**src/common/rxpk_pkg.sv**
```systemverilog
package rxpk_pkg;

    // ========================================================================
    // receive word layout, low slot; high slot adds the slot offset
    localparam int RXPK_SLOT_OFS     = 16;
    localparam int RXPK_DATA_LSB     = 0;
    localparam int RXPK_CTRL_BIT     = 8;
    localparam int RXPK_CVIOL_BIT    = 9;
    localparam int RXPK_ALIGN_BIT    = 10;
    localparam int RXPK_DISP_BIT     = 11;
    localparam int RXPK_PATT_BIT     = 12;
    localparam int RXPK_DEL_BIT      = 13;
    localparam int RXPK_INS_BIT      = 14;
    localparam int RXPK_RDISP_BIT    = 15;

    // ========================================================================
    // register map (byte addresses)
    localparam logic [7:0] RXPK_CTRL_OFS   = 8'h00;
    localparam logic [7:0] RXPK_STAT_OFS   = 8'h04;
    localparam logic [7:0] RXPK_IRQ_OFS    = 8'h08;
    localparam logic [7:0] RXPK_MASK_OFS   = 8'h0C;
    localparam logic [7:0] RXPK_WORD_OFS   = 8'h10;

    // ctrl fields
    localparam int RXPK_CTRL_MODE_LSB = 0;
    localparam int RXPK_CTRL_DIV2_BIT = 2;
    localparam int RXPK_CTRL_EN_BIT   = 3;
    localparam logic [3:0] RXPK_CTRL_RST = 4'h8;

    // interrupt events
    localparam int RXPK_EV_ALIGN_LOSS = 0;
    localparam int RXPK_EV_DISP       = 1;
    localparam int RXPK_EV_CVIOL      = 2;
    localparam int RXPK_EV_RM         = 3;
    localparam int RXPK_EV_N          = 4;

    localparam int RXPK_SYNC_STAGES   = 3;

    // ========================================================================
    typedef enum logic [1:0] {
        RXPK_MODE_W16 = 2'b00,
        RXPK_MODE_W20 = 2'b01,
        RXPK_MODE_PIPE = 2'b10
    } rxpk_mode_t;

endpackage : rxpk_pkg

```
**src/logic/rxpk_packer.sv**
```systemverilog
// Notes on behaviour
// - low alignment flag on bit 10, high on bit 26.
// - disparity error on bit 11 low, bit 27 high.
// - pattern detect on bit 12 low, bit 28 high.
// - outside pipe mode, rate-match deletion on bits 13 and 29.
// - outside pipe mode, rate-match insertion on bits 14 and 30.
// - in pipe mode, bits 14:13 and 30:29 carry two-bit receive status.
// - running disparity after each symbol on bits 15 and 31.
// - in 20-bit mode raw symbols sit on bits 9:0 and 25:16.
// - a selectable divide-by-two of the receive rate is offered.
// - the divide-by-two touches only the receive path.
// - in 16-bit mode decoded bytes sit on bits 7:0 and 23:16.
// - in 16-bit mode control flag on 8/24, violation on 9/25.
//
// Added by the designer: the Wishbone interface to the registers and the address map.
`timescale 1ns/100ps
`default_nettype none
module rxpk_packer
    import rxpk_pkg::*;
(
    // clock and reset
    input  wire logic        sys_clk,
    input  wire logic        rst,
    input  wire logic        clk_en,
    // symbol stream from decoder, one symbol per strobe
    input  wire logic        sym_valid,
    input  wire logic [9:0]  sym,
    input  wire logic        sym_ctrl,
    input  wire logic        sym_cviol,
    input  wire logic        sym_disp_err,
    input  wire logic        sym_patt,
    input  wire logic        sym_rm_del,
    input  wire logic        sym_rm_ins,
    input  wire logic [1:0]  sym_pipe_st,
    input  wire logic        sym_rdisp,
    // alignment level from the link pin
    input  wire logic        align_pin,
    // receive word out
    output logic      [31:0] rx_word,
    output logic             rx_word_valid,
    output logic             rx_rate_div2,
    output logic             tx_rate_div2,
    // wishbone slave
    input  wire logic [7:0]  wb_adr_i,
    input  wire logic [31:0] wb_dat_i,
    input  wire logic [3:0]  wb_sel_i,
    input  wire logic        wb_we_i,
    input  wire logic        wb_cyc_i,
    input  wire logic        wb_stb_i,
    output logic      [31:0] wb_dat_o,
    output logic             wb_ack_o,
    output logic             wb_err_o,
    // interrupt
    output logic             irq
);
    // ========================================================================
    // register state
    logic [3:0]            ctrl_ff;
    logic [RXPK_EV_N-1:0]  irq_ff;
    logic [RXPK_EV_N-1:0]  mask_ff;
    logic                  ack_ff;
    logic                  err_ff;
    logic [31:0]           rdat_ff;
    logic [RXPK_SYNC_STAGES-1:0] align_sync_ff;
    logic                  align_ff;
    logic                  div_ph_ff;
    logic                  half_ff;
    logic [15:0]           low_ff;
    logic [31:0]           word_ff;
    logic                  word_vld_ff;

    logic [1:0]            mode;
    logic                  div2;
    logic                  enable;
    logic                  sym_take;
    logic [15:0]           cur_slot;
    logic                  bus_req;
    logic                  bus_wr;
    logic                  addr_ok;
    logic [RXPK_EV_N-1:0]  events;
    logic [RXPK_EV_N-1:0]  nxt_irq;

    assign mode   = ctrl_ff[RXPK_CTRL_MODE_LSB +: 2];
    assign div2   = ctrl_ff[RXPK_CTRL_DIV2_BIT];
    assign enable = ctrl_ff[RXPK_CTRL_EN_BIT];

    function automatic logic adr_valid(input logic [7:0] a);
        adr_valid = (a == RXPK_CTRL_OFS) || (a == RXPK_STAT_OFS) ||
                    (a == RXPK_IRQ_OFS)  || (a == RXPK_MASK_OFS) ||
                    (a == RXPK_WORD_OFS);
    endfunction : adr_valid

    // ========================================================================
    // alignment pin synchroniser: change counts when stages 2 and 3 agree
    always_ff @(posedge sys_clk or posedge rst) begin
        if (rst) begin
            align_sync_ff <= '0;
            align_ff      <= 1'b0;
        end else if (clk_en) begin
            align_sync_ff <= {align_sync_ff[RXPK_SYNC_STAGES-2:0], align_pin};
            if (align_sync_ff[2] == align_sync_ff[1]) begin
                align_ff <= align_sync_ff[2];
            end
        end
    end

    // ========================================================================
    // rate divider: in half rate every other symbol strobe is dropped
    // receive divide by two
    always_ff @(posedge sys_clk or posedge rst) begin
        if (rst) begin
            div_ph_ff <= 1'b0;
        end else if (clk_en) begin
            if (!div2) begin
                div_ph_ff <= 1'b0;
            end else if (sym_valid) begin
                div_ph_ff <= ~div_ph_ff;
            end
        end
    end

    assign sym_take     = enable && sym_valid && (!div2 || !div_ph_ff);
    assign rx_rate_div2 = div2;
    assign tx_rate_div2 = 1'b0;

    // ========================================================================
    // per-symbol slot formatting
    rxpk_slot u_slot (
        .sym      (sym),
        .ctrl     (sym_ctrl),
        .cviol    (sym_cviol),
        .align    (align_ff),
        .disp_err (sym_disp_err),
        .patt     (sym_patt),
        .rm_del   (sym_rm_del),
        .rm_ins   (sym_rm_ins),
        .pipe_st  (sym_pipe_st),
        .rdisp    (sym_rdisp),
        .mode     (mode),
        .slot     (cur_slot)
    );

    // ========================================================================
    // word assembly
    // earlier symbol low
    always_ff @(posedge sys_clk or posedge rst) begin
        if (rst) begin
            half_ff     <= 1'b0;
            low_ff      <= '0;
            word_ff     <= '0;
            word_vld_ff <= 1'b0;
        end else if (clk_en) begin
            word_vld_ff <= 1'b0;
            if (!enable) begin
                half_ff <= 1'b0;
            end else if (sym_take) begin
                if (!half_ff) begin
                    low_ff  <= cur_slot;
                    half_ff <= 1'b1;
                end else begin
                    word_ff     <= {cur_slot, low_ff};
                    word_vld_ff <= 1'b1;
                    half_ff     <= 1'b0;
                end
            end
        end
    end

    assign rx_word       = word_ff;
    assign rx_word_valid = word_vld_ff;

    // ========================================================================
    // events, set wins over clear
    assign events[RXPK_EV_ALIGN_LOSS] = sym_take && !align_ff;
    assign events[RXPK_EV_DISP]       = sym_take && sym_disp_err;
    assign events[RXPK_EV_CVIOL]      = sym_take && sym_cviol &&
                                        (mode != RXPK_MODE_W20);
    assign events[RXPK_EV_RM]         = sym_take && (mode != RXPK_MODE_PIPE)
                                        && (sym_rm_del || sym_rm_ins);

    assign bus_req = wb_cyc_i && wb_stb_i && !ack_ff && !err_ff;
    assign bus_wr  = bus_req && wb_we_i && addr_ok && wb_sel_i[0];
    assign addr_ok = adr_valid(wb_adr_i);

    always_comb begin
        nxt_irq = irq_ff;
        if (bus_wr && wb_adr_i == RXPK_IRQ_OFS) begin
            nxt_irq = irq_ff & ~wb_dat_i[RXPK_EV_N-1:0];
        end
        nxt_irq = nxt_irq | events;
    end

    always_ff @(posedge sys_clk or posedge rst) begin
        if (rst) begin
            irq_ff <= '0;
        end else if (clk_en) begin
            irq_ff <= nxt_irq;
        end
    end

    assign irq = |(irq_ff & mask_ff);

    // ========================================================================
    // writable registers
    always_ff @(posedge sys_clk or posedge rst) begin
        if (rst) begin
            ctrl_ff <= RXPK_CTRL_RST;
            mask_ff <= '0;
        end else if (clk_en && bus_wr) begin
            if (wb_adr_i == RXPK_CTRL_OFS) begin
                ctrl_ff <= wb_dat_i[3:0];
            end
            if (wb_adr_i == RXPK_MASK_OFS) begin
                mask_ff <= wb_dat_i[RXPK_EV_N-1:0];
            end
        end
    end

    // ========================================================================
    // bus answer: one wait state, ack or err for one cycle
    always_ff @(posedge sys_clk or posedge rst) begin
        if (rst) begin
            ack_ff  <= 1'b0;
            err_ff  <= 1'b0;
            rdat_ff <= '0;
        end else if (clk_en) begin
            ack_ff <= bus_req && addr_ok;
            err_ff <= bus_req && !addr_ok;
            if (bus_req && !wb_we_i) begin
                case (wb_adr_i)
                    RXPK_CTRL_OFS: rdat_ff <= {28'h0000000, ctrl_ff};
                    RXPK_STAT_OFS: rdat_ff <= {29'h00000000, half_ff,
                                               align_ff, div_ph_ff};
                    RXPK_IRQ_OFS:  rdat_ff <= {28'h0000000, irq_ff};
                    RXPK_MASK_OFS: rdat_ff <= {28'h0000000, mask_ff};
                    RXPK_WORD_OFS: rdat_ff <= word_ff;
                    default:       rdat_ff <= 32'h00000000;
                endcase
            end
        end
    end

    assign wb_ack_o = ack_ff;
    assign wb_err_o = err_ff;
    assign wb_dat_o = rdat_ff;
endmodule : rxpk_packer
`default_nettype wire

```
**src/logic/rxpk_slot.sv**
```systemverilog
`timescale 1ns/100ps
`default_nettype none
module rxpk_slot
    import rxpk_pkg::*;
(
    // symbol in
    input  wire logic [9:0] sym,
    input  wire logic       ctrl,
    input  wire logic       cviol,
    input  wire logic       align,
    input  wire logic       disp_err,
    input  wire logic       patt,
    input  wire logic       rm_del,
    input  wire logic       rm_ins,
    input  wire logic [1:0] pipe_st,
    input  wire logic       rdisp,
    // selection
    input  wire logic [1:0] mode,
    // packed slot
    output logic      [15:0] slot
);
    always_comb begin
        slot = '0;
        if (mode == RXPK_MODE_W20) begin
            slot[RXPK_DATA_LSB +: 10] = sym;
        end else begin
            slot[RXPK_DATA_LSB +: 8] = sym[7:0];
            slot[RXPK_CTRL_BIT]  = ctrl;
            slot[RXPK_CVIOL_BIT] = cviol;
        end
        slot[RXPK_ALIGN_BIT] = align;
        slot[RXPK_DISP_BIT]  = disp_err;
        slot[RXPK_PATT_BIT]  = patt;
        if (mode == RXPK_MODE_PIPE) begin
            slot[RXPK_DEL_BIT +: 2] = pipe_st;
        end else begin
            slot[RXPK_DEL_BIT] = rm_del;
            slot[RXPK_INS_BIT] = rm_ins;
        end
        slot[RXPK_RDISP_BIT] = rdisp;
    end
endmodule : rxpk_slot
`default_nettype wire
```
**config.mk**
```make
export PLATFORM = sky130hd
export DESIGN_NAME = rxpk_packer
export DESIGN_NICKNAME = d
export VERILOG_FILES = /design/src/common/rxpk_pkg.sv /design/src/logic/rxpk_packer.sv /design/src/logic/rxpk_slot.sv
export SDC_FILE = /design/constraint.sdc
export NUM_CORES = 1
export LEC_CHECK = 0
export BUFFER_PORTS_ARGS = -buffer_cell sky130_fd_sc_hd__buf_4
export CAP_MARGIN = 20
export CORE_ASPECT_RATIO = 1.25
export CORE_UTILIZATION = 54
export DETAILED_ROUTE_END_ITERATION = 10
export GPL_ROUTABILITY_DRIVEN = 0
export GPL_TIMING_DRIVEN = 1
export PLACE_DENSITY_LB_ADDON = 0.05
export SETUP_SLACK_MARGIN = 0.5
export SLEW_MARGIN = 40
export SYNTH_ARGS = -nofsm -noshare
export SYNTH_HDL_FRONTEND = slang
export SYNTH_SLANG_ARGS = --single-unit
```
**constraint.sdc**
```tcl
create_clock -name sys_clk -period 8.26 [get_ports sys_clk]
set_input_delay 0.413 -clock sys_clk [delete_from_list [all_inputs] [get_ports sys_clk]]
set_output_delay 0.413 -clock sys_clk [all_outputs]
set_load 0.02 [all_outputs]
```
==> results of run 1 <==
## logic make-up (layout without fill, tap and decap cells)
family	after synthesis	count (layout)
other	1	1
flip-flops	101	101
AND/OR/NAND/NOR	48	48
buffers and inverters	24	133
AO/OA/AOI/OAI	67	67
multiplexers	63	63
## layout make-up
cell class / instances / area (sq um) / area share [%]
inverters: 7 / 28.8 / 0.554
clock inverters: 5 / 43.8 / 0.843
flip-flops and latches: 101 / 2530 / 48.7
clock buffers: 11 / 141 / 2.72
multi-input cells: 179 / 1510 / 29.0
well taps: 92 / 115 / 2.22
repair buffers: 110 / 830 / 16.0
## routing by layer
layer  wire length [um]  global-route usage, %  vias to the layer above
li1                   -                      -                     1317
met3                383                   4.55                       16
met5                  0                      0                        -
met2               4320                   37.0                       83
met4                206                   10.2                        0
met1               3650                   29.5                     1433
## where the power goes
group / internal, uW / switching, uW
logic: 28.0 / 34.3
registers: 503 / 10.1
clock network: 122 / 173
total: 653 / 218
## how the worst max path moves through the flow
| stage | startpoint | end | slack (ns) | depth (start not counted) |
|---|---|---|---|---|
| final | wb_ack_o$_DFFE_PP0P_ | wb_dat_o[15]$_DFFE_PP0P_ | 6.24 | 4 |
| after CTS | wb_ack_o$_DFFE_PP0P_ | wb_dat_o[15]$_DFFE_PP0P_ | 6.23 | 4 |
| after floorplan | rst | align_ff$_DFFE_PP0P_ | 5.20 | 1 |
| after global placement | wb_adr_i[1] | wb_dat_o[10]$_DFFE_PP0P_ | 5.71 | 5 |
| after detailed placement | clk_en | wb_dat_o[15]$_DFFE_PP0P_ | 6.11 | 5 |
| after global routing | wb_ack_o$_DFFE_PP0P_ | wb_dat_o[5]$_DFFE_PP0P_ | 6.07 | 4 |
## synthesized netlist by cell type (2+ instances only)
| library cell | count | share of area, % |
|---|---|---|
| sky130_fd_sc_hd__a22o_2 | 20 | 4.8 |
| sky130_fd_sc_hd__o21ai_0 | 10 | 1.2 |
| sky130_fd_sc_hd__a22oi_1 | 5 | 0.90 |
| sky130_fd_sc_hd__nor2_1 | 10 | 0.90 |
| sky130_fd_sc_hd__a21oi_1 | 13 | 1.6 |
| sky130_fd_sc_hd__a22o_1 | 10 | 2.1 |
| sky130_fd_sc_hd__buf_12 | 2 | 0.96 |
| sky130_fd_sc_hd__nand2_1 | 12 | 1.1 |
| sky130_fd_sc_hd__nor2b_1 | 4 | 0.60 |
| sky130_fd_sc_hd__buf_2 | 6 | 0.72 |
| sky130_fd_sc_hd__mux2i_1 | 7 | 1.7 |
| sky130_fd_sc_hd__o31ai_1 | 2 | 0.36 |
| sky130_fd_sc_hd__mux2_2 | 56 | 15 |
| sky130_fd_sc_hd__buf_6 | 2 | 0.54 |
| sky130_fd_sc_hd__clkbuf_1 | 5 | 0.45 |
| sky130_fd_sc_hd__dfrtp_1 | 100 | 60 |
| sky130_fd_sc_hd__a21o_1 | 2 | 0.36 |
| sky130_fd_sc_hd__nor3_1 | 3 | 0.36 |
| sky130_fd_sc_hd__or3_1 | 5 | 0.75 |
| sky130_fd_sc_hd__inv_1 | 7 | 0.63 |
| sky130_fd_sc_hd__buf_4 | 2 | 0.36 |
## flip-flops by register name (all words and copies together) (netlist names), 3 cells and up
signal	count
align_sync_ff	3
wb_dat_o	32
ctrl_ff	4
rx_word	32
mask_ff	4
low_ff	16
irq_ff	4
## metrics by stage
stage	instances	utilization, %
after global placement	489	67.2
final	505	69.8
after floorplan	304	-
after CTS	505	69.8
after detailed placement	489	67.3
after global routing	505	69.8
## critical path, delay by kind of cell (launching register included)
kind            cells  cell delay, ns
simple gates        3            1.30
flops               1            0.40
compound gates      1            0.25
==> results.md, run 1 <==
- Of the synthesized area, sequential elements account for 60.4%.
- The sum of negative setup slack is 0 ns.
- The clock tree from TritonCTS is yes.
- Among all stages on the critical path, the largest delay is contributed by sky130_fd_sc_hd__and3_2.
- Dividing the detail-routed wire length by the instance count gives 17.0 um.
- The simple-gate share of the synthesized area is 6.90%.
- Counting every instance in the synthesized netlist gives 304.
- The floorplan step set the die width to 80.8 um.
- Overall power consumption after layout is estimated at 871 uW.
- The number of different library cells used by synthesis comes to 42.
- The dominant combinational cell family by area after synthesis is multiplexers.
- The clock buffer count from CTS is 9.
- The first-pass detailed-route iteration total is 4.
- The remaining max-slew budget at the tightest pin is 55.8%.
- In this run the power density over the cells is 168 nW/um^2.
- Counting cells, the worst reg-to-reg path comes to 4.
- The run finished with clean final reports.
- The worst setup path is captured at a register.
- The data required time at the worst endpoint is 8.57 ns.
- The worst path uses 24.5% of the clock period.
- The top cell types in the final layout, fill and taps aside, are 109 x sky130_fd_sc_hd__buf_4, 100 x sky130_fd_sc_hd__dfrtp_1, 56 x sky130_fd_sc_hd__mux2_2.
- The fill cell total of the finished layout is 557.
- In the synthesized netlist the async set-or-reset flop fraction comes to 100%.
- The reported leakage power is 0.00269 uW.
- Across the VDD grid, the largest voltage drop is 0.108 mV.
- The repair_antennas step left the layout with diodes totalling 0.
- The most frequent standard cell in the layout excluding fill and tap cells is sky130_fd_sc_hd__buf_4.
- The post-cts resize count is 0.
- Counting every sink on the clock net gives 101.
- In this run the critical register-to-register path is captured at wb_dat_o[15]$_DFFE_PP0P_.
- The count of vias placed by the detailed router is 2849.
- Setup repair after global routing left no endpoint under its margin.
- The number of enable-type register cells in the synthesized netlist is 0.
- Buffers placed on the I/O ports in this run total 108.
- The total overflow left after global routing is 0.
- At the later pin of the worst-skew pair, clock insertion delay measures 0.37 ns.
- At the pin with the least slew margin, the transition time is 0.663 ns.
- The worst hold path belongs to the class in -> async.
- In this run the count of I/O pins placed on the die edge is 141.
- The buffer levels on the longest clock path is 2.
- The pin count of the biggest net entering global routing is 75.
- Cells with a size suffix above 1 make up 51.3% of the layout.
- The post-route worst setup slack is 6.24 ns.
- The number of nets handed over by synthesis was 375.
- The number of post-CTS setup repair buffers is 0.
- The share of the synthesized netlist area taken by xor and xnor gates is 0%.
- The setup slack at placement is 6.11 ns.
- Of all nets on the critical path, the largest fanout is 28.
- The tool flagged a number of max-cap violations equal to 0.
- The commonest register cell after synthesis is sky130_fd_sc_hd__dfrtp_1.
- The hold violation count in the final report came to 0.
- For this run, design rule violations remaining after detail routing come to 0.
- The die covers 8110 sq um.
- The kind of start point of the critical path is a register.
- The count of nets left with antenna violations once routing finished came out at 0.
- Of the total synthesized cell area, the portion taken by full adders, half adders and majority gates is 0%.
- During synthesis, Yosys emitted a total of 0 warnings.
- The via count of the first global-routing pass is 2746.
- The hold-fix buffer count after cts is 0.
- The count of routing violations after the opening detailed-route iteration is 149.
- Derived from the worst setup path, the maximum achievable clock frequency is 495 MHz.
- The number of antenna violations at the first check in global routing is 0.
- After clock tree synthesis, the clock-pin slew on the worst setup and hold paths is 0.10 ns.
- The number of nets at the end of the flow is 479.
- The starting density of the core is 56.2%.
- Synthesis inferred 101 register bits.
- The setup check on the worst reg-to-reg path leaves a slack of 6.24 ns.
- The minimum clock period is 2.02 ns.
- In this run the cell area measured after placement is 5010 sq um.
- In this run the core area contains 35 standard-cell rows.
- The mux share of post-synthesis cell area is 16.7%.
- The critical path is of the reg -> reg type.
- The clock tree synthesis step divided the H-tree into 3 levels.
- The area growth from synthesis to final layout is 24.1%.
- Hold is met by 0.00744 ns.
- For the worst setup path, the data arrival time is 2.33 ns.
- In this run the vertical extent of the chip is 100 um.
- Setup violations remaining at the end of the flow were counted as 0.
- The clock arrives with 0.00955 ns of skew.
- Traced cell by cell, the critical path runs through nand4b_4 -> nor3_1 -> and3_2 -> a22o_2.
- Across every metal layer, demand over resource in global routing totals 22.8%.
- In this run the cell area of the synthesized design comes to 4190 sq um.
- The number of pins exceeding their max-slew limit in the final report is 0.
- The wire-length estimate of the detail-placed layout is 6.01 mm.
- Averaged over all synthesized cells, the footprint is 13.8 sq um.
- The wire length reported by the detailed router is 8.56 mm.
- The first-pass GRT wire length is 13.6 mm.
- The delay of the slowest cell on the worst path is 0.68 ns.
- In this run the critical register-to-register path is launched from wb_ack_o$_DFFE_PP0P_.
- The share of the synthesized area in compound gates (AO/OA/AOI/OAI) is 12.2%.
- The clock root buffer master is sky130_fd_sc_hd__clkbuf_8.
- The area of all placed cells without fillers is 5200 sq um.
- The core area is 7440 sq um.
- The routed via count divided by cell count is 5.64.
No activity file was read; power rests on OpenSTA's default activity.
==> run 2: changes to the inputs <==
Settings changed: CORE_UTILIZATION 54 to 50.
Clock period 8.26 ns to 2 ns, I/O delays scaled along.
==> run 2 against run 1 <==
Against the previous run: the run now ends with DRC left; setup slack worse by 5.8 ns; die area grew 7.8%; cell count is 7.5% higher; clock power rose to 4.1 times the previous value; register-to-register slack got worse by 5.8 ns; largest cell class unchanged.
==> results.md, run 2 (same netlist as run 1, synthesis figures left out) <==
- The sum of negative setup slack is 0 ns.
- The worst-case vdd ir drop is 0.388 mV.
- The placement row count is 36.
- Detailed placement ended at an HPWL of 6.29 mm.
- The first global-routing pass estimated 14.6 mm of wire.
- Across the run, the number of max-cap violations was 0.
- The number of antenna cells inserted is 0.
- Of all nets on the critical path, the largest fanout is 17.
- The horizontal extent of the die is 83.8 um.
- For this configuration, the core starts out at a cell density of 52.5%.
- The path class of the tightest hold or removal check is in -> reg.
- The clock root buffer master is sky130_fd_sc_hd__clkbuf_8.
- The number of antenna violations at the first check in global routing was 0.
- The core area is 7970 sq um.
- Headroom to the max-slew limit came out at 53.4%.
- For this design the ratio of total power to cell area is 635 nW/um^2.
- The deepest level of the CTS H-tree is 3.
- Leaving out fill and tap cells, the most frequent cells in the layout are 119 x sky130_fd_sc_hd__buf_4, 97 x sky130_fd_sc_hd__dfrtp_1, 44 x sky130_fd_sc_hd__mux2_2.
- The average wire length per cell after detail routing is 17.6 um.
- The area growth from synthesis to layout is 36.7%.
- Setup violations remaining at the end of the flow were counted as 0.
- After clock tree synthesis, the clock-pin slew on the worst setup and hold paths is 0.10 ns.
- The class of the most critical setup path is reg -> reg.
- The checks that failed: DRC.
- The worst-margin pin slew is 0.698 ns.
- The total overflow left after global routing is 0.
- The worst setup path is captured at a register.
- Of the cells placed in the final design, the portion with a size suffix greater than 1 is 53.8%.
- 141 I/O pins were placed.
- The pin count of the biggest net entering global routing is 38.
- The buffer levels on the longest clock path is 2.
- The area enclosed by the die boundary is 8750 sq um.
- The count of vias placed by the detailed router is 2974.
- The detail route stage leaves a number of antenna-violating nets equal to 0.
- The insertion delay to the later sink of the worst-skew pair is 0.37 ns.
- The via count of the first global-routing pass is 2888.
- Data arrives at the worst endpoint at 1.83 ns.
- At the worst endpoint, the required time is 2.25 ns.
- Cells fill 71.8% of the core in the end.
- In the routed layout, each cell is associated on average with a via count of 5.48.
- The timing-limited maximum frequency is 632 MHz.
- The number of pins exceeding their max-slew limit in the final report is 0.
- The first-pass detailed-route iteration total is 8.
- Setup repair after global routing could not meet its margin everywhere.
- The clock tree from TritonCTS is yes.
- After layout, the minimum clock period comes to 1.58 ns.
- The count of input and output buffers is 108.
- STA classifies the critical path startpoint as a register.
- Between clock sinks in the finished design, the worst skew comes to 0.0160 ns.
- From bottom edge to top edge, the die measures 104 um.
- The first routing iteration left 163 violations.
- The reported leakage power is 0.00290 uW.
- Global routing used 21.5% of the available tracks across all layers.
- The most frequent standard cell in the layout excluding fill and tap cells is sky130_fd_sc_hd__buf_4.
- The hold violation count in the final report is 0.
- The number of clock buffers added by TritonCTS is 9.
- The final critical path takes up 79.1% of the cycle.
- The overall power after layout is 3640 uW.
- The flow ran to the end, but the final reports show violations.
- The DRC violations left is 18.
- CTS saw 101 sinks.
- For this run, the post-layout net count is 514.
- The wire length reported by the detailed router is 9.57 mm.
[run 2: cell count changes in the layout (fill, tap and decap cells not counted), moves of 6 or more]
cell | previous run | this run
sky130_fd_sc_hd__buf_12 | 0 | 6
sky130_fd_sc_hd__buf_4 | 109 | 119
sky130_fd_sc_hd__dlygate4sd3_1 | 0 | 17
sky130_fd_sc_hd__mux2_2 | 56 | 44
sky130_fd_sc_hd__mux2_4 | 0 | 12
[run 2: repair_timing]
item	4_1_cts	5_1_grt
endpoints found under the hold margin	54	1
hold buffers	16	1
setup endpoints to repair	56	56
setup buffers	3	6
pin swaps	4	4
gates resized for setup	8	18
cloned	0	3
[run 2: metal layers]
metal	global-route usage (%)	vias to the layer above	wire, um
li1	-	1395	-
met5	0	-	0
met4	7.14	0	193
met3	4.13	15	388
met1	28.2	1480	4150
met2	35.9	84	4840
[run 2: final cells by class]
class                           count  area, sq um
Sequential cell                   101         2530
Fill cell                         591         2250
Multi-Input combinational cell    179         1600
Timing Repair Buffer              145         1260
Clock buffer                        9          124
Tap cell                           95          119
Clock inverter                      7         57.6
Inverter                            7         30.0
[run 2: critical path, cell delays in order (launching register included)]
cell	delay, ns
sky130_fd_sc_hd__dfrtp_2	0.41
sky130_fd_sc_hd__nand4b_4	0.20
sky130_fd_sc_hd__or3_4	0.44
sky130_fd_sc_hd__buf_12	0.17
sky130_fd_sc_hd__a22o_2	0.26
[run 2: worst paths after layout]
check	from	endpoint	slack, ns	depth (start not counted)
worst min-delay path	sym[9]	low_ff[9]$_DFFE_PP0P_	0.05	3
worst max-delay path	wb_ack_o$_DFFE_PP0P_	wb_dat_o[23]$_DFFE_PP0P_	0.42	4
worst min register to register	align_sync_ff[0]$_DFFE_PP0P_	align_sync_ff[1]$_DFFE_PP0P_	0.49	2
worst max register to register	wb_ack_o$_DFFE_PP0P_	wb_dat_o[23]$_DFFE_PP0P_	0.42	4
min in group asynchronous	rst	rx_word[9]$_DFFE_PP0P_	0.40	3
max in group asynchronous	rst	mask_ff[3]$_DFFE_PP0P_	1.00	4
[run 2: report_power, final]
part	total, uW	internal, uW	switching (uW)
Sequential	2130	2080	46.1
Clock	1200	470	725
Combinational	315	156	159
[run 2: per-stage QoR]
stage | hold WS [ns] | instance area (sq um) | worst slack, ns | cells
4_1_cts | 0.000275 | 5530 | 0.458 | 533
3_3_place_gp | 0.242 | 5120 | 0.314 | 498
5_1_grt | 0.0432 | 5720 | 0.366 | 543
2_1_floorplan | 0.246 | 4250 | 0.375 | 304
3_5_place_dp | 0.245 | 5120 | 0.286 | 498
6_report | 0.0537 | 5720 | 0.418 | 543
==> run 3: changes to the inputs <==
Clock period 2 ns to 1.55 ns, I/O delays scaled along.
==> run 3 against run 2 <==
Against the previous run: the run ends with DRC, setup timing left; clock skew shrank 0.0053 ns; highest routed layer unchanged; first-iteration DRC count grew 18%; sequential cell count is the same; via count grew 13%; worst hold slack lost 0.018 ns; setup slack lost 0.43 ns; global-route usage grew 3.0 points; sequential share of layout area shrank 6.1 points; clock-buffer cell count is the same; maximum frequency grew 1.0%.
==> results.md, run 3 (same netlist as run 1, synthesis figures left out) <==
- The post-route worst setup slack is -0.0167 ns.
- On the final layout, the worst clock skew is 0.0108 ns.
- The timing-limited maximum frequency is 638 MHz.
- Dividing the detail-routed wire length by the instance count gives 21.2 um.
- Traced cell by cell, the critical path runs through nand2_4 -> buf_6 -> nand4_4 -> buf_6 -> buf_6 -> buf_16 -> mux2_2.
- The buffer levels on the longest clock path is 2.
- The number of antenna cells inserted is 0.
- The worst register-to-register path begins at div_ph_ff$_DFFE_PP0P_.
- Setup violations remaining at the end of the flow were counted as 8.
- After clock tree synthesis, the clock-pin slew on the worst setup and hold paths is 0.11 ns.
- The horizontal extent of the die is 83.8 um.
- The final cell count without fillers is 586.
- The worst-case vdd ir drop is 0.487 mV.
- The clock net in this run drives a total of 101 sinks.
- The area growth from synthesis to final layout is 58.5%.
- Setup repair after global routing could not meet its margin everywhere.
- The first-pass GRT wire length is 16.7 mm.
- The deepest level of the CTS H-tree is 3.
- The count of input and output buffers is 108.
- The die covers 8750 sq um.
- The core region is 7970 sq um.
- The number of placed instances with taps included is 512.
- The minimum clock period is 1.57 ns.
- The critical path crosses 7 cells after its start point.
- The number of pins exceeding their max-slew limit in the final report is 0.
- Among the stages of the critical path, the cell type that occurs most often is sky130_fd_sc_hd__buf_6.
- The checks that failed: DRC, setup timing.
- In this run the tightest slew margin relative to its limit is 64.0%.
- The kind of start point of the critical path is a register.
- The via count of the first global-routing pass is 3233.
- For the worst setup path, the data required time is 1.80 ns.
- The kind of end point of the critical path is a register.
- The number of violations of the max-capacitance limit is 0.
- Summing over every cut layer, the via total after detailed routing is 3351.
- The critical path is of the reg -> reg type.
- The layout cell share with drive strength beyond 1 is 62.7%.
- In this run the most critical hold path is launched from sym_ctrl.
- The post-route antenna net violation count is 0.
- In this run, the number of DRC markers left after iteration 0 of detailed routing was 192.
- The worst-margin pin slew is 0.539 ns.
- Counting both buffers and inverters, the worst setup path holds a total of 4.
- After detailed routing, the number of remaining DRC violations is 14.
- Summed over all nets, the half-perimeter wirelength after detailed placement is 6.32 mm.
- The area of all placed cells without fillers is 6640 sq um.
- The die is 104 um tall.
- TritonCTS built the clock tree.
- The worst hold path passes through 3 cells.
- The run finished, with violations left.
- The floorplan has 36 rows.
- For this design, the slowest cell found on the critical path is sky130_fd_sc_hd__dfrtp_1.
- The number of cells on the worst reg-to-reg path is 7.
- The data arrival time of the worst path is 1.82 ns.
- The first-pass detailed-route iteration total is 7.
- The highest net fanout along the worst path is 5.
- The class of the most critical hold timing path is in -> reg.
- In this design, the stage delay of the slowest critical-path cell is 0.45 ns.
- Summed over all cells, the static leakage comes to 0.00340 uW.
- Broken down by cell family, the worst path's largest delay share belongs to buffers and inverters.
- The final global-route overflow total is 0.
- The pin count of the biggest net entering global routing is 59.
- The number of nets at the end of the flow is 557.
- The root buffer cell chosen for the clock tree is sky130_fd_sc_hd__clkbuf_8.
- The clock buffer count from CTS is 9.
- Once placement finished, the instance area stood at 5300 sq um.
- The worst hold path terminates at rx_word[24]$_DFFE_PP0P_.
- The insertion delay to the later sink of the worst-skew pair is 0.37 ns.
- The aggregate global-route resource usage is 24.5%.
- The hold violation count in the final report was 0.
- The wire length reported by the detailed router is 12.4 mm.
- The slack of the worst reg-to-reg path is -0.02 ns.
- In the layout the commonest cells are 122 x sky130_fd_sc_hd__buf_4, 97 x sky130_fd_sc_hd__dfrtp_1, 39 x sky130_fd_sc_hd__mux2_4.
- The routed via count divided by cell count is 5.72.
- The total power per unit cell area is 752 nW/um^2.
- The terminus of the critical flop-to-flop path is rx_word[26]$_DFFE_PP0P_.
- The most frequent standard cell in the layout excluding fill and tap cells is sky130_fd_sc_hd__buf_4.
- The post-route clock period utilization is 101%.
- 141 I/O pins were placed.
- The starting density of the core is 52.5%.
- The number of antenna violations at the first check in global routing is 0.
==> run 3: final cells by class <==
type,count,area (sq um)
fill,406,1340
clock buffer,9,124
sequential,101,2530
clock inverter,7,81.3
tap,95,119
inverter,7,30.0
multi-input combinational,179,1880
timing repair buffer,188,1870
==> run 3: routing by layer <==
layer,up-vias,share of wire (%),GRT usage (%)
li1,1480,-,-
met1,1706,38,30.8
met2,144,55,44.1
met3,21,4.9,3.57
met4,0,1.8,6.53
met5,-,0,0
==> run 3: through the flow <==
| stage | hold slack [ns] | power (uW) | utilization (%) | TNS, ns | setup WS, ns |
|---|---|---|---|---|---|
| global route | 0.0419 | 5150 | 83.2 | -1.29 | -0.0603 |
| floorplan | 0.224 | 2960 | - | -1.68 | -0.0695 |
| finish | 0.0357 | 4990 | 83.2 | -0.0561 | -0.0167 |
| CTS | 0.0197 | 4930 | 76.1 | 0 | 0.0278 |
| global placement | 0.192 | 3170 | 66.4 | -0.199 | -0.0362 |
| detailed placement | 0.191 | 3180 | 66.4 | -0.847 | -0.0609 |
==> run 3: worst register-to-register path, delay by kind of cell (launching register included) <==
family                 cells  cell delay, ns
buffers and inverters      4            0.50
AND/OR/NAND/NOR            2            0.23
flip-flops                 1            0.45
multiplexers               1            0.28
==> run 3: worst max path at each step <==
stage / startpoint / to / slack [ns]
finish: div_ph_ff$_DFFE_PP0P_ / rx_word[26]$_DFFE_PP0P_ / -0.02
global route: wb_ack_o$_DFFE_PP0P_ / wb_dat_o[29]$_DFFE_PP0P_ / -0.06
CTS: wb_ack_o$_DFFE_PP0P_ / irq_ff[1]$_DFFE_PP0P_ / 0.03
detailed placement: wb_ack_o$_DFFE_PP0P_ / irq_ff[1]$_DFFE_PP0P_ / -0.06
global placement: wb_ack_o$_DFFE_PP0P_ / irq_ff[1]$_DFFE_PP0P_ / -0.04
floorplan: wb_ack_o$_DFFE_PP0P_ / wb_dat_o[19]$_DFFE_PP0P_ / -0.07
==> run 3: power breakdown <==
| part | internal, uW | switching, uW |
|---|---|---|
| logic | 234 | 255 |
| clock network | 777 | 1000 |
| registers | 2680 | 39.2 |
==> run 3: repair_timing <==
item | in CTS | in global routing
gates resized for setup | 32 | 90
setup buffers | 13 | 18
cloned | 7 | 3
endpoints found under the hold margin | 132 | 0
pin swaps | 14 | 10
setup endpoints to repair | 99 | 115
hold buffers | 17 | 0
